--- src/fdw_pkg.sv ---
// Shared constants for the flash DMA window parameter block
package fdw_pkg;

  // Bus geometry: byte address is four times the register index
  localparam int IDX_W = 10;
  localparam int ADDR_W = 12;
  localparam int DATA_W = 32;
  localparam int STRB_W = 4;

  // Register indices
  localparam logic [9:0] IDX_COLOUR_CFG = 10'h05e;
  localparam logic [9:0] IDX_SRC_START0 = 10'h0bc;
  localparam logic [9:0] IDX_SRC_START1 = 10'h0bd;
  localparam logic [9:0] IDX_SRC_START2 = 10'h0be;
  localparam logic [9:0] IDX_SRC_START3 = 10'h0bf;
  localparam logic [9:0] IDX_DEST_X0 = 10'h0c0;
  localparam logic [9:0] IDX_DEST_X1 = 10'h0c1;
  localparam logic [9:0] IDX_DEST_Y0 = 10'h0c2;
  localparam logic [9:0] IDX_DEST_Y1 = 10'h0c3;
  localparam logic [9:0] IDX_RSVD_LO = 10'h0c4;
  localparam logic [9:0] IDX_RSVD_HI = 10'h0c5;
  localparam logic [9:0] IDX_WIDTH0 = 10'h0c6;
  localparam logic [9:0] IDX_WIDTH1 = 10'h0c7;
  localparam logic [9:0] IDX_HEIGHT0 = 10'h0c8;
  localparam logic [9:0] IDX_HEIGHT1 = 10'h0c9;
  localparam logic [9:0] IDX_SRC_WIDTH0 = 10'h0ca;
  localparam logic [9:0] IDX_SRC_WIDTH1 = 10'h0cb;
  localparam logic [9:0] IDX_STATUS = 10'h0e0;

  // Storage slots of the byte registers
  localparam int NUM_BYTES = 15;
  localparam int SLOT_COLOUR = 0;
  localparam int SLOT_SRC0 = 1;
  localparam int SLOT_SRC1 = 2;
  localparam int SLOT_SRC2 = 3;
  localparam int SLOT_SRC3 = 4;
  localparam int SLOT_DX0 = 5;
  localparam int SLOT_DX1 = 6;
  localparam int SLOT_DY0 = 7;
  localparam int SLOT_DY1 = 8;
  localparam int SLOT_W0 = 9;
  localparam int SLOT_W1 = 10;
  localparam int SLOT_H0 = 11;
  localparam int SLOT_H1 = 12;
  localparam int SLOT_SW0 = 13;
  localparam int SLOT_SW1 = 14;

  // Index of each slot
  localparam logic [9:0] SLOT_IDX [NUM_BYTES] = '{
    IDX_COLOUR_CFG, IDX_SRC_START0, IDX_SRC_START1, IDX_SRC_START2, IDX_SRC_START3,
    IDX_DEST_X0, IDX_DEST_X1, IDX_DEST_Y0, IDX_DEST_Y1, IDX_WIDTH0, IDX_WIDTH1,
    IDX_HEIGHT0, IDX_HEIGHT1, IDX_SRC_WIDTH0, IDX_SRC_WIDTH1};

  // Writable bits of each slot
  localparam logic [7:0] MASK_FULL = 8'hff;
  localparam logic [7:0] MASK_SRC_WIDTH_HI = 8'h1f;
  localparam logic [7:0] SLOT_MASK [NUM_BYTES] = '{
    MASK_FULL, MASK_FULL, MASK_FULL, MASK_FULL, MASK_FULL, MASK_FULL, MASK_FULL,
    MASK_FULL, MASK_FULL, MASK_FULL, MASK_FULL, MASK_FULL, MASK_FULL, MASK_FULL,
    MASK_SRC_WIDTH_HI};

  // Reset value of every byte register
  localparam logic [7:0] BYTE_RESET = 8'h00;

  // Field layout
  localparam int MODE_BIT = 2;
  localparam int COORD_W = 13;
  localparam int SIZE_W = 16;
  localparam int WIDE_W = 32;
  localparam int HI_FIELD_W = 5;
  localparam int LIN_ALIGN_W = 2;

  // Status bits
  localparam int STAT_LINEAR_BIT = 0;
  localparam int STAT_EMPTY_BIT = 1;

endpackage

--- src/fdw_byte_reg.sv ---
`timescale 1ns/100ps
`default_nettype none

// One byte of parameter storage with a write mask
module fdw_byte_reg #(
  parameter logic [7:0] WRITE_MASK = 8'hff,
  parameter logic [7:0] RESET_VALUE = 8'h00
) (
  // Clock and reset
  input wire logic clk_sys,
  input wire logic rst,
  // Write side
  input wire logic wrEn,
  input wire logic [7:0] wrData,
  // Stored value
  output logic [7:0] q
);

  // Stored byte and its next value
  logic [7:0] q_r;
  logic [7:0] q_nxt;

  // Next value: masked bits stay zero
  always_comb
  begin
    q_nxt = q_r;
    if (wrEn)
    begin
      q_nxt = wrData & WRITE_MASK;
    end
  end

  // Register the byte
  always_ff @(posedge clk_sys or posedge rst)
  begin
    if (rst)
    begin
      q_r <= RESET_VALUE;
    end
    else
    begin
      q_r <= q_nxt;
    end
  end

  assign q = q_r;

endmodule

`default_nettype wire

--- src/fdw_window_params.sv ---
`timescale 1ns/100ps
`default_nettype none

module fdw_window_params (
  // Clock and reset
  input wire logic clk_sys,
  input wire logic rst,
  // APB slave
  input wire logic [fdw_pkg::ADDR_W-1:0] paddr,
  input wire logic psel,
  input wire logic penable,
  input wire logic pwrite,
  input wire logic [fdw_pkg::DATA_W-1:0] pwdata,
  input wire logic [fdw_pkg::STRB_W-1:0] pstrb,
  output logic [fdw_pkg::DATA_W-1:0] prdata,
  output logic pready,
  output logic pslverr,
  // Decoded transfer parameters
  output logic linearMode,
  output logic [fdw_pkg::COORD_W-1:0] destX,
  output logic [fdw_pkg::COORD_W-1:0] destY,
  output logic [fdw_pkg::WIDE_W-1:0] destLinearAddr,
  output logic [fdw_pkg::SIZE_W-1:0] blockWidth,
  output logic [fdw_pkg::SIZE_W-1:0] blockHeight,
  output logic [fdw_pkg::WIDE_W-1:0] transferCount,
  output logic [fdw_pkg::COORD_W-1:0] sourceWidth,
  output logic [fdw_pkg::WIDE_W-1:0] flashSourceStart
);

  // Address decode
  logic [fdw_pkg::IDX_W-1:0] regIdx; // Word index
  logic aligned; // Word-aligned access
  logic [fdw_pkg::NUM_BYTES-1:0] slotHit; // One bit per stored byte
  logic rsvdHit; // Reserved gap
  logic statusHit; // Status word
  logic mapped; // Any known register
  logic setupPh; // APB setup cycle
  logic accessPh; // APB access cycle
  logic wrAccess; // Write takes effect this edge
  logic [7:0] byteQ [fdw_pkg::NUM_BYTES]; // Stored bytes
  logic [7:0] readByte; // Read mux result
  logic linMode; // Mode bit as stored

  assign regIdx = paddr[fdw_pkg::ADDR_W-1:2];
  assign aligned = (paddr[1:0] == 2'h0);
  assign setupPh = psel && !penable;
  assign accessPh = psel && penable;
  assign wrAccess = accessPh && pwrite && pstrb[0];
  assign linMode = byteQ[fdw_pkg::SLOT_COLOUR][fdw_pkg::MODE_BIT];

  // Reserved bytes have no storage
  assign rsvdHit = aligned && ((regIdx == fdw_pkg::IDX_RSVD_LO) ||
                               (regIdx == fdw_pkg::IDX_RSVD_HI));
  assign statusHit = aligned && (regIdx == fdw_pkg::IDX_STATUS);
  assign mapped = (|slotHit) || rsvdHit || statusHit;

  // Byte storage, one instance per slot
  generate
    for (genvar i = 0; i < fdw_pkg::NUM_BYTES; i++)
    begin : g_slot
      assign slotHit[i] = aligned && (regIdx == fdw_pkg::SLOT_IDX[i]);
      fdw_byte_reg #(
        .WRITE_MASK(fdw_pkg::SLOT_MASK[i]),
        .RESET_VALUE(fdw_pkg::BYTE_RESET)
      ) u_byte (
        .clk_sys(clk_sys),
        .rst(rst),
        .wrEn(wrAccess && slotHit[i]),
        .wrData(pwdata[7:0]),
        .q(byteQ[i])
      );
    end
  endgenerate

  // Decoded parameter registers
  logic linearMode_r, linearMode_nxt;
  logic [fdw_pkg::COORD_W-1:0] destX_r, destX_nxt;
  logic [fdw_pkg::COORD_W-1:0] destY_r, destY_nxt;
  logic [fdw_pkg::WIDE_W-1:0] destLinearAddr_r, destLinearAddr_nxt;
  logic [fdw_pkg::SIZE_W-1:0] blockWidth_r, blockWidth_nxt;
  logic [fdw_pkg::SIZE_W-1:0] blockHeight_r, blockHeight_nxt;
  logic [fdw_pkg::WIDE_W-1:0] transferCount_r, transferCount_nxt;
  logic [fdw_pkg::COORD_W-1:0] sourceWidth_r, sourceWidth_nxt;
  logic [fdw_pkg::WIDE_W-1:0] flashSourceStart_r, flashSourceStart_nxt;
  logic [7:0] status_r, status_nxt;

  // Read mux; reserved and unmapped words fall through to zero
  always_comb
  begin
    readByte = 8'h00;
    for (int k = 0; k < fdw_pkg::NUM_BYTES; k++)
    begin
      if (slotHit[k])
      begin
        readByte = byteQ[k];
      end
    end
    if (statusHit)
    begin
      readByte = status_r;
    end
  end

  // Decode: each mode zeroes the fields of the other one
  always_comb
  begin
    linearMode_nxt = linMode;
    destX_nxt = 13'h0000;
    destY_nxt = 13'h0000;
    destLinearAddr_nxt = 32'h00000000;
    blockWidth_nxt = 16'h0000;
    blockHeight_nxt = 16'h0000;
    transferCount_nxt = 32'h00000000;
    status_nxt = 8'h00;
    if (linMode)
    begin
      // Linear: address word from the four destination bytes, low two bits forced
      destLinearAddr_nxt = {byteQ[fdw_pkg::SLOT_DY1], byteQ[fdw_pkg::SLOT_DY0],
                            byteQ[fdw_pkg::SLOT_DX1],
                            byteQ[fdw_pkg::SLOT_DX0][7:fdw_pkg::LIN_ALIGN_W],
                            {fdw_pkg::LIN_ALIGN_W{1'b0}}};
      transferCount_nxt = {byteQ[fdw_pkg::SLOT_H1], byteQ[fdw_pkg::SLOT_H0],
                           byteQ[fdw_pkg::SLOT_W1], byteQ[fdw_pkg::SLOT_W0]};
      status_nxt[fdw_pkg::STAT_EMPTY_BIT] = (transferCount_nxt == 32'h00000000);
    end
    else
    begin
      // Block: coordinates keep only five bits of their high byte
      destX_nxt = {byteQ[fdw_pkg::SLOT_DX1][fdw_pkg::HI_FIELD_W-1:0],
                   byteQ[fdw_pkg::SLOT_DX0]};
      destY_nxt = {byteQ[fdw_pkg::SLOT_DY1][fdw_pkg::HI_FIELD_W-1:0],
                   byteQ[fdw_pkg::SLOT_DY0]};
      blockWidth_nxt = {byteQ[fdw_pkg::SLOT_W1], byteQ[fdw_pkg::SLOT_W0]};
      blockHeight_nxt = {byteQ[fdw_pkg::SLOT_H1], byteQ[fdw_pkg::SLOT_H0]};
      status_nxt[fdw_pkg::STAT_EMPTY_BIT] = (blockWidth_nxt == 16'h0000) ||
                                            (blockHeight_nxt == 16'h0000);
    end
    // Mode-independent fields
    sourceWidth_nxt = {byteQ[fdw_pkg::SLOT_SW1][fdw_pkg::HI_FIELD_W-1:0],
                       byteQ[fdw_pkg::SLOT_SW0]};
    flashSourceStart_nxt = {byteQ[fdw_pkg::SLOT_SRC3], byteQ[fdw_pkg::SLOT_SRC2],
                            byteQ[fdw_pkg::SLOT_SRC1], byteQ[fdw_pkg::SLOT_SRC0]};
    status_nxt[fdw_pkg::STAT_LINEAR_BIT] = linMode;
  end

  // Register decoded parameters
  always_ff @(posedge clk_sys or posedge rst)
  begin
    if (rst)
    begin
      linearMode_r <= 1'b0;
      destX_r <= 13'h0000;
      destY_r <= 13'h0000;
      destLinearAddr_r <= 32'h00000000;
      blockWidth_r <= 16'h0000;
      blockHeight_r <= 16'h0000;
      transferCount_r <= 32'h00000000;
      sourceWidth_r <= 13'h0000;
      flashSourceStart_r <= 32'h00000000;
      status_r <= 8'h00;
    end
    else
    begin
      linearMode_r <= linearMode_nxt;
      destX_r <= destX_nxt;
      destY_r <= destY_nxt;
      destLinearAddr_r <= destLinearAddr_nxt;
      blockWidth_r <= blockWidth_nxt;
      blockHeight_r <= blockHeight_nxt;
      transferCount_r <= transferCount_nxt;
      sourceWidth_r <= sourceWidth_nxt;
      flashSourceStart_r <= flashSourceStart_nxt;
      status_r <= status_nxt;
    end
  end

  // Read data register: captured in setup, stable through access
  logic [fdw_pkg::DATA_W-1:0] prdata_r, prdata_nxt;

  always_comb
  begin
    prdata_nxt = prdata_r;
    if (setupPh && !pwrite)
    begin
      prdata_nxt = {24'h000000, readByte};
    end
  end

  always_ff @(posedge clk_sys or posedge rst)
  begin
    if (rst)
    begin
      prdata_r <= 32'h00000000;
    end
    else
    begin
      prdata_r <= prdata_nxt;
    end
  end

  // Bus answers: zero wait states, error on unknown or misaligned words
  assign pready = accessPh;
  assign pslverr = accessPh && !mapped;
  assign prdata = prdata_r;

  // Parameter outputs
  assign linearMode = linearMode_r;
  assign destX = destX_r;
  assign destY = destY_r;
  assign destLinearAddr = destLinearAddr_r;
  assign blockWidth = blockWidth_r;
  assign blockHeight = blockHeight_r;
  assign transferCount = transferCount_r;
  assign sourceWidth = sourceWidth_r;
  assign flashSourceStart = flashSourceStart_r;
endmodule

`default_nettype wire

--- config.mk ---
export PLATFORM = sky130hd
export DESIGN_NAME = fdw_window_params
export DESIGN_NICKNAME = d
export VERILOG_FILES = /design/src/fdw_pkg.sv /design/src/fdw_byte_reg.sv /design/src/fdw_window_params.sv
export SDC_FILE = /design/constraint.sdc
export NUM_CORES = 1
export LEC_CHECK = 0
export BUFFER_PORTS_ARGS = -buffer_cell sky130_fd_sc_hd__buf_2
export CORE_ASPECT_RATIO = 1.75
export CORE_MARGIN = 10
export CORE_UTILIZATION = 49
export DETAILED_ROUTE_END_ITERATION = 8
export PLACE_DENSITY = 0.76
export SLEW_MARGIN = 10
export SYNTH_ARGS = -nofsm -noshare
export SYNTH_HDL_FRONTEND = slang
export SYNTH_SLANG_ARGS = --single-unit
--- constraint.sdc ---
create_clock -name clk_sys -period 9.13 [get_ports clk_sys]
set_input_delay 0.913 -clock clk_sys [delete_from_list [all_inputs] [get_ports clk_sys]]
set_output_delay 0.913 -clock clk_sys [all_outputs]
set_load 0.02 [all_outputs]
# ---- Word level (Yosys, flattened, before mapping)
# Index checks and enable logic that the tools add are counted.
# W data, S select, Z words.
dict set report classes {
  n_addsub 0
  mul 0
  div_mod_pow 0
  n_lt_le_gt_ge 0
  eq_ne 18
  shifts 0
  mux 23
  bitwise_logic 0
  reduce_logical 50
}
# op count
set op_table {}
lappend op_table {{$eq A10 B8 Y1 const B} 17}
lappend op_table {{$mux W8} 16}
lappend op_table {{$mux W32} 2}
lappend op_table {{$logic_and A1 B1 Y1} 38}
lappend op_table {{$logic_not A16 Y1} 2}
lappend op_table {{$logic_not A32 Y1} 1}
lappend op_table {{$mux W16} 2}
lappend op_table {{$mux W13} 2}
lappend op_table {{$reduce_or A15 Y1} 1}
lappend op_table {{$eq A10 B7 Y1 const B} 1}
lappend op_table {{$logic_or A1 B1 Y1} 4}
lappend op_table {{$logic_not A1 Y1} 3}
lappend op_table {{$logic_not A2 Y1} 1}
lappend op_table {{$mux W1} 1}
dict set report word_totals {
  register_bits 295
  latchBits 0
  ramBits 0
  mem_bits_ro 0
  inputBits 53
  out_inout_bits 202
  wordCells 117
  memories 0
}

# ---- Longest topological paths before layout
dict set report logic_depth {
  word_depth 18
  ltp_mapped 9
  depth_no_buf 6
}

# ---- Modules after synthesis
# Synthesis repeated with hierarchy kept, for this count alone.
dict set report hier_totals {
  hier_cells 930
  hier_area_um2 12369.4
}
# mod instances cells_each area_per_inst_um2 seq_area_each_um2
set modules_own_cells {}
lappend modules_own_cells {fdw_window_params 1 663 7463.4 4379.2}
lappend modules_own_cells {{fdw_byte_reg at g_slot[0].u_byte ...} 14 18 335.3 200.2}
lappend modules_own_cells {{fdw_byte_reg at g_slot[14].u_byte} 1 15 211.5 125.1}

# ---- Least setup slack after synthesis
# No wires, ideal clock.
dict set report synth_timing {
  path_type {in2out}
  start {in paddr[11] (netlist name)}
  end {out pslverr}
  t_arrival_ps 2213
  required_ps 8217
  setup_slack_ps 6004
  cell_stages 6
  n_path_buf 2
  path_cell_list {or4bb_1 buf_2 a2111o_1 buf_2 nand3_1 nor2_1}
}
dict set report synth_between {
  elab_chain_len 7
  word_cells_on_any_way 41
  classes_between {eq/ne: 18; reduce/logical: 23}
}
# item line_no
set synth_lines {}
lappend synth_lines {{from (decl)} fdw_window_params.sv:9} ;# input wire logic [fdw_pkg::ADDR_W-1:0] paddr,
lappend synth_lines {{$eq A10 B7 Y1 (tied with other cells)} fdw_window_params.sv:61} ;# assign slotHit[i] = aligned && (regIdx == fdw_pkg::SLOT_IDX[i]);
lappend synth_lines {{$logic_and A1 B1 Y1 or $logic_or A1 B1 Y1 (tied branches)} {fdw_window_params.sv:61, fdw_window_params.sv:52}}
lappend synth_lines {{$reduce_or A15 Y1 or $logic_and A1 B1 Y1 (tied branches)} {fdw_window_params.sv:55, fdw_window_params.sv:52}}
lappend synth_lines {{$logic_or A1 B1 Y1} fdw_window_params.sv:55} ;# assign mapped = (|slotHit) || rsvdHit || statusHit;
lappend synth_lines {{$logic_or A1 B1 Y1 *} fdw_window_params.sv:55}
lappend synth_lines {{$logic_not A1 Y1 *} fdw_window_params.sv:203} ;# assign pslverr = accessPh && !mapped;
lappend synth_lines {{$logic_and A1 B1 Y1 *} fdw_window_params.sv:203}
lappend synth_lines {{to (decl)} fdw_window_params.sv:17} ;# output logic pslverr,
# Every way passes the cells marked *; elsewhere a longest branch is shown, timed or not.

# ---- Worst setup path in the final report
dict set report layout_timing {
  start {in paddr[5] (netlist name)}
  end {out pslverr}
}
# The elaborated chain is that of the path after synthesis.

==> results.toml <==
[grt]
first_global_vias = 7974
overflow = 0
antenna_found_initial = 0
grt_usage_pct = 20.90
grt_max_degree = 149
grt_pass1_wl_um = 48580

[clock_tree]
ctsResizeCount = 0
tritoncts = "done"
cts_buffers = 25
cts.sinks = 292
cts_hold_buf = 0
clkLatencyLatePin_ps = 540
clk_pin_slew_worst_paths_ps = 60
cts_setup_buffers = 0
cts-root-buf = "clkbuf_16"
htree_levels = 1
cts_buffer_depth = 3

[yosys]
synth.area.top_cells = "dfrtp_1, mux2_2, and2_1"
yosys.cell_count.top_type = "dfrtp_1"
synth_top_area_cell = "dfrtp_1"
synth_edf_count = 0
ys_types = 65
ys_ff_latch = 292
yosys_warnings = 0
ys_top_cells_by_count = "dfrtp_1, mux2_2, and2_1"
yosys.area.top_type_share_pct = 63.03
async_reset_ff_share_pct = 100.0
syn_inst = 893
syn_area_um2 = 11590
ys.flop_type = "dfrtp_1"
postSynthAreaPerCell_um2 = 12.98
yosysSeqAreaShare_pct = 63.03

[cells_and_area]
fin_cells = 1398
diodes = 0
area_growth_pct = 17.11
post-route-util_pct = 58.19
layout-drive-gt1-share_pct = 35.01
finalNetCount = 1130

[placed_design]
place.port_buffers = 201
post-place-cells = 1354
place_congestion = 0.9848
dp_hpwl_um = 23100

[setup_path]
cp_slowest_cell = "or4bb_1"
cp_cell_sequence = "buf_2 -> or4bb_1 -> nor2_1 -> o21ai_0 -> a21oi_1 -> nor2_1 -> buf_2"
r2r_slack_ps = 7240
r2r-start = "g_slot[6].u_byte.q[4]"
max_stage_delay_ps = 680
critPathKind = "primary input to output pin"
r2r_end = "prdata[4]"
reg2reg_depth = 6
crit_required_ps = 8220
arrival_ps = 2920
critPathCaptureType = "output pin"
startpoint = "paddr[5]"
crit_path_start_kind = "primary input"
cp_max_fo = 24

[sta]
hold_violations = 0
worst_slew_pin_slew_ps = 960.8
finalSetupViolations = 0
slew_violations = 0
max-slew-margin-rel_pct = 35.95
skew_ps = 20.32
fin_crit_ps = 3837
max_clock_freq_ghz = 0.2606
finalSetupTns_ps = 0
fin_crit_sh_pct = 42.03
rsz0062_at_grt = "false"

[drt]
post_drt_wl_per_cell_um = 23.08
routed_wl_um = 32260
firstDrtPassIters = 5
vias_per_cell = 5.521
num_vias = 7719
drc = 0
drt_iter0_drc = 452
ant_nets = 0

[floorplan]
dieArea_um2 = 30460
io_pins = 255
die_x_um = 136.3
row_count = 74
die_y_um = 223.5
start_util_pct = 49.69
coreArea_um2 = 23330

[job]
maxCapViolCount = 0

[hold_path]
min_from = "g_slot[1].u_byte.q[0]"
holdPathStages = 0
hold_path.class = "register to register"
holdPathEnd = "flashSourceStart[0]"

[power]
finalPower_uw = 2446
powerDensity_nw_per_um2 = 180.1
ir_drop_uv = 165.2
leakage_uw = 0.007219

[run_status]
outcome = "complete, no violations"
[sequential cells by signal (all words and copies together), names as in the netlist]
| register | flops |
|---|---|
| destY | 13 |
| blockWidth | 16 |
| transferCount | 32 |
| prdata | 8 |
| g_slot.u_byte.q | 117 |
| blockHeight | 16 |
| sourceWidth | 13 |
| destLinearAddr | 30 |
| destX | 13 |
| status_r | 2 |
| flashSourceStart | 32 |
[layer usage]
metal  GRT usage [%]  up-vias  wire length, um
li1                -     3447                -
met1           22.67     3898            11150
met2           37.52      295            17370
met3           3.758       79             2150
met4           10.69        0             1595
met5               0        -                0
[critical path, delay by kind of cell]
family                 cells  cell delay, ps
buffers and inverters      2             520
AOI/OAI and AO/OA          2             360
and+or+nand+nor            3            1140
[logic make-up after synthesis]
family	count (synthesis)	synth area share, %
simple gates	271	14.13
compound gates	110	6.270
flops	292	63.03
other cells	1	0.03235
mux	133	12.71
buf+inv	85	3.745
fa+ha+maj	1	0.08634
[cell usage in the layout (no fill, tap or decap), types with 4 or more instances in the layout]
| master | count |
|---|---|
| clkbuf_8 | 5 |
| nand3_1 | 13 |
| nor2_1 | 26 |
| inv_1 | 11 |
| or4_1 | 4 |
| o21ai_0 | 27 |
| clkinv_2 | 9 |
| o211ai_1 | 4 |
| nand2_1 | 32 |
| and3_1 | 4 |
| o21ai_1 | 4 |
| nand4_1 | 11 |
| dfrtp_1 | 291 |
| nor4_1 | 11 |
| a31oi_1 | 5 |
| conb_1 | 26 |
| o2111ai_1 | 7 |
| nor2b_1 | 61 |
| mux2i_1 | 19 |
| a21oi_1 | 19 |
| o22ai_1 | 9 |
| a22oi_1 | 5 |
| and2_1 | 67 |
| buf_2 | 201 |
| clkbuf_16 | 25 |
| mux2_2 | 113 |
| nor3_1 | 6 |
[per-stage QoR]
step           worst slack [ps]  cell area [um2]  hold slack, ps
6_report                   5293            13580           393.2
5_1_grt                    5143            13580           410.5
4_1_cts                    5304            13580           394.4
3_5_place_dp               5313            12760           382.4
3_3_place_gp               5282            12760           379.9
2_1_floorplan             154.6            11690           353.7
[where the power goes]
part	switching, uW	leakage [uW]	total, uW	internal, uW
logic	74.2	0.00278	89.9	15.7
registers	1.00	0.00402	1300	1290
clock network	461	0.000417	1060	600
[final cells by class]
cell class | instances | area (um2)
clock buffers | 31 | 698.2
clock inverters | 13 | 122.6
flip-flops and latches | 292 | 7311
multi-input cells | 541 | 3964
inverters | 12 | 52.55
repair buffers | 205 | 1049
fillers | 1932 | 9756
well taps | 304 | 380.4
[how the worst max path moves through the flow]
stage                                 to  cells past startpoint
after floorplan           blockHeight[0]                      1
after global placement           pslverr                      7
after detailed placement         pslverr                      7
after CTS                        pslverr                      7
after global routing             pslverr                      7
final                            pslverr                      7
(Power assumes the default switching activity.)
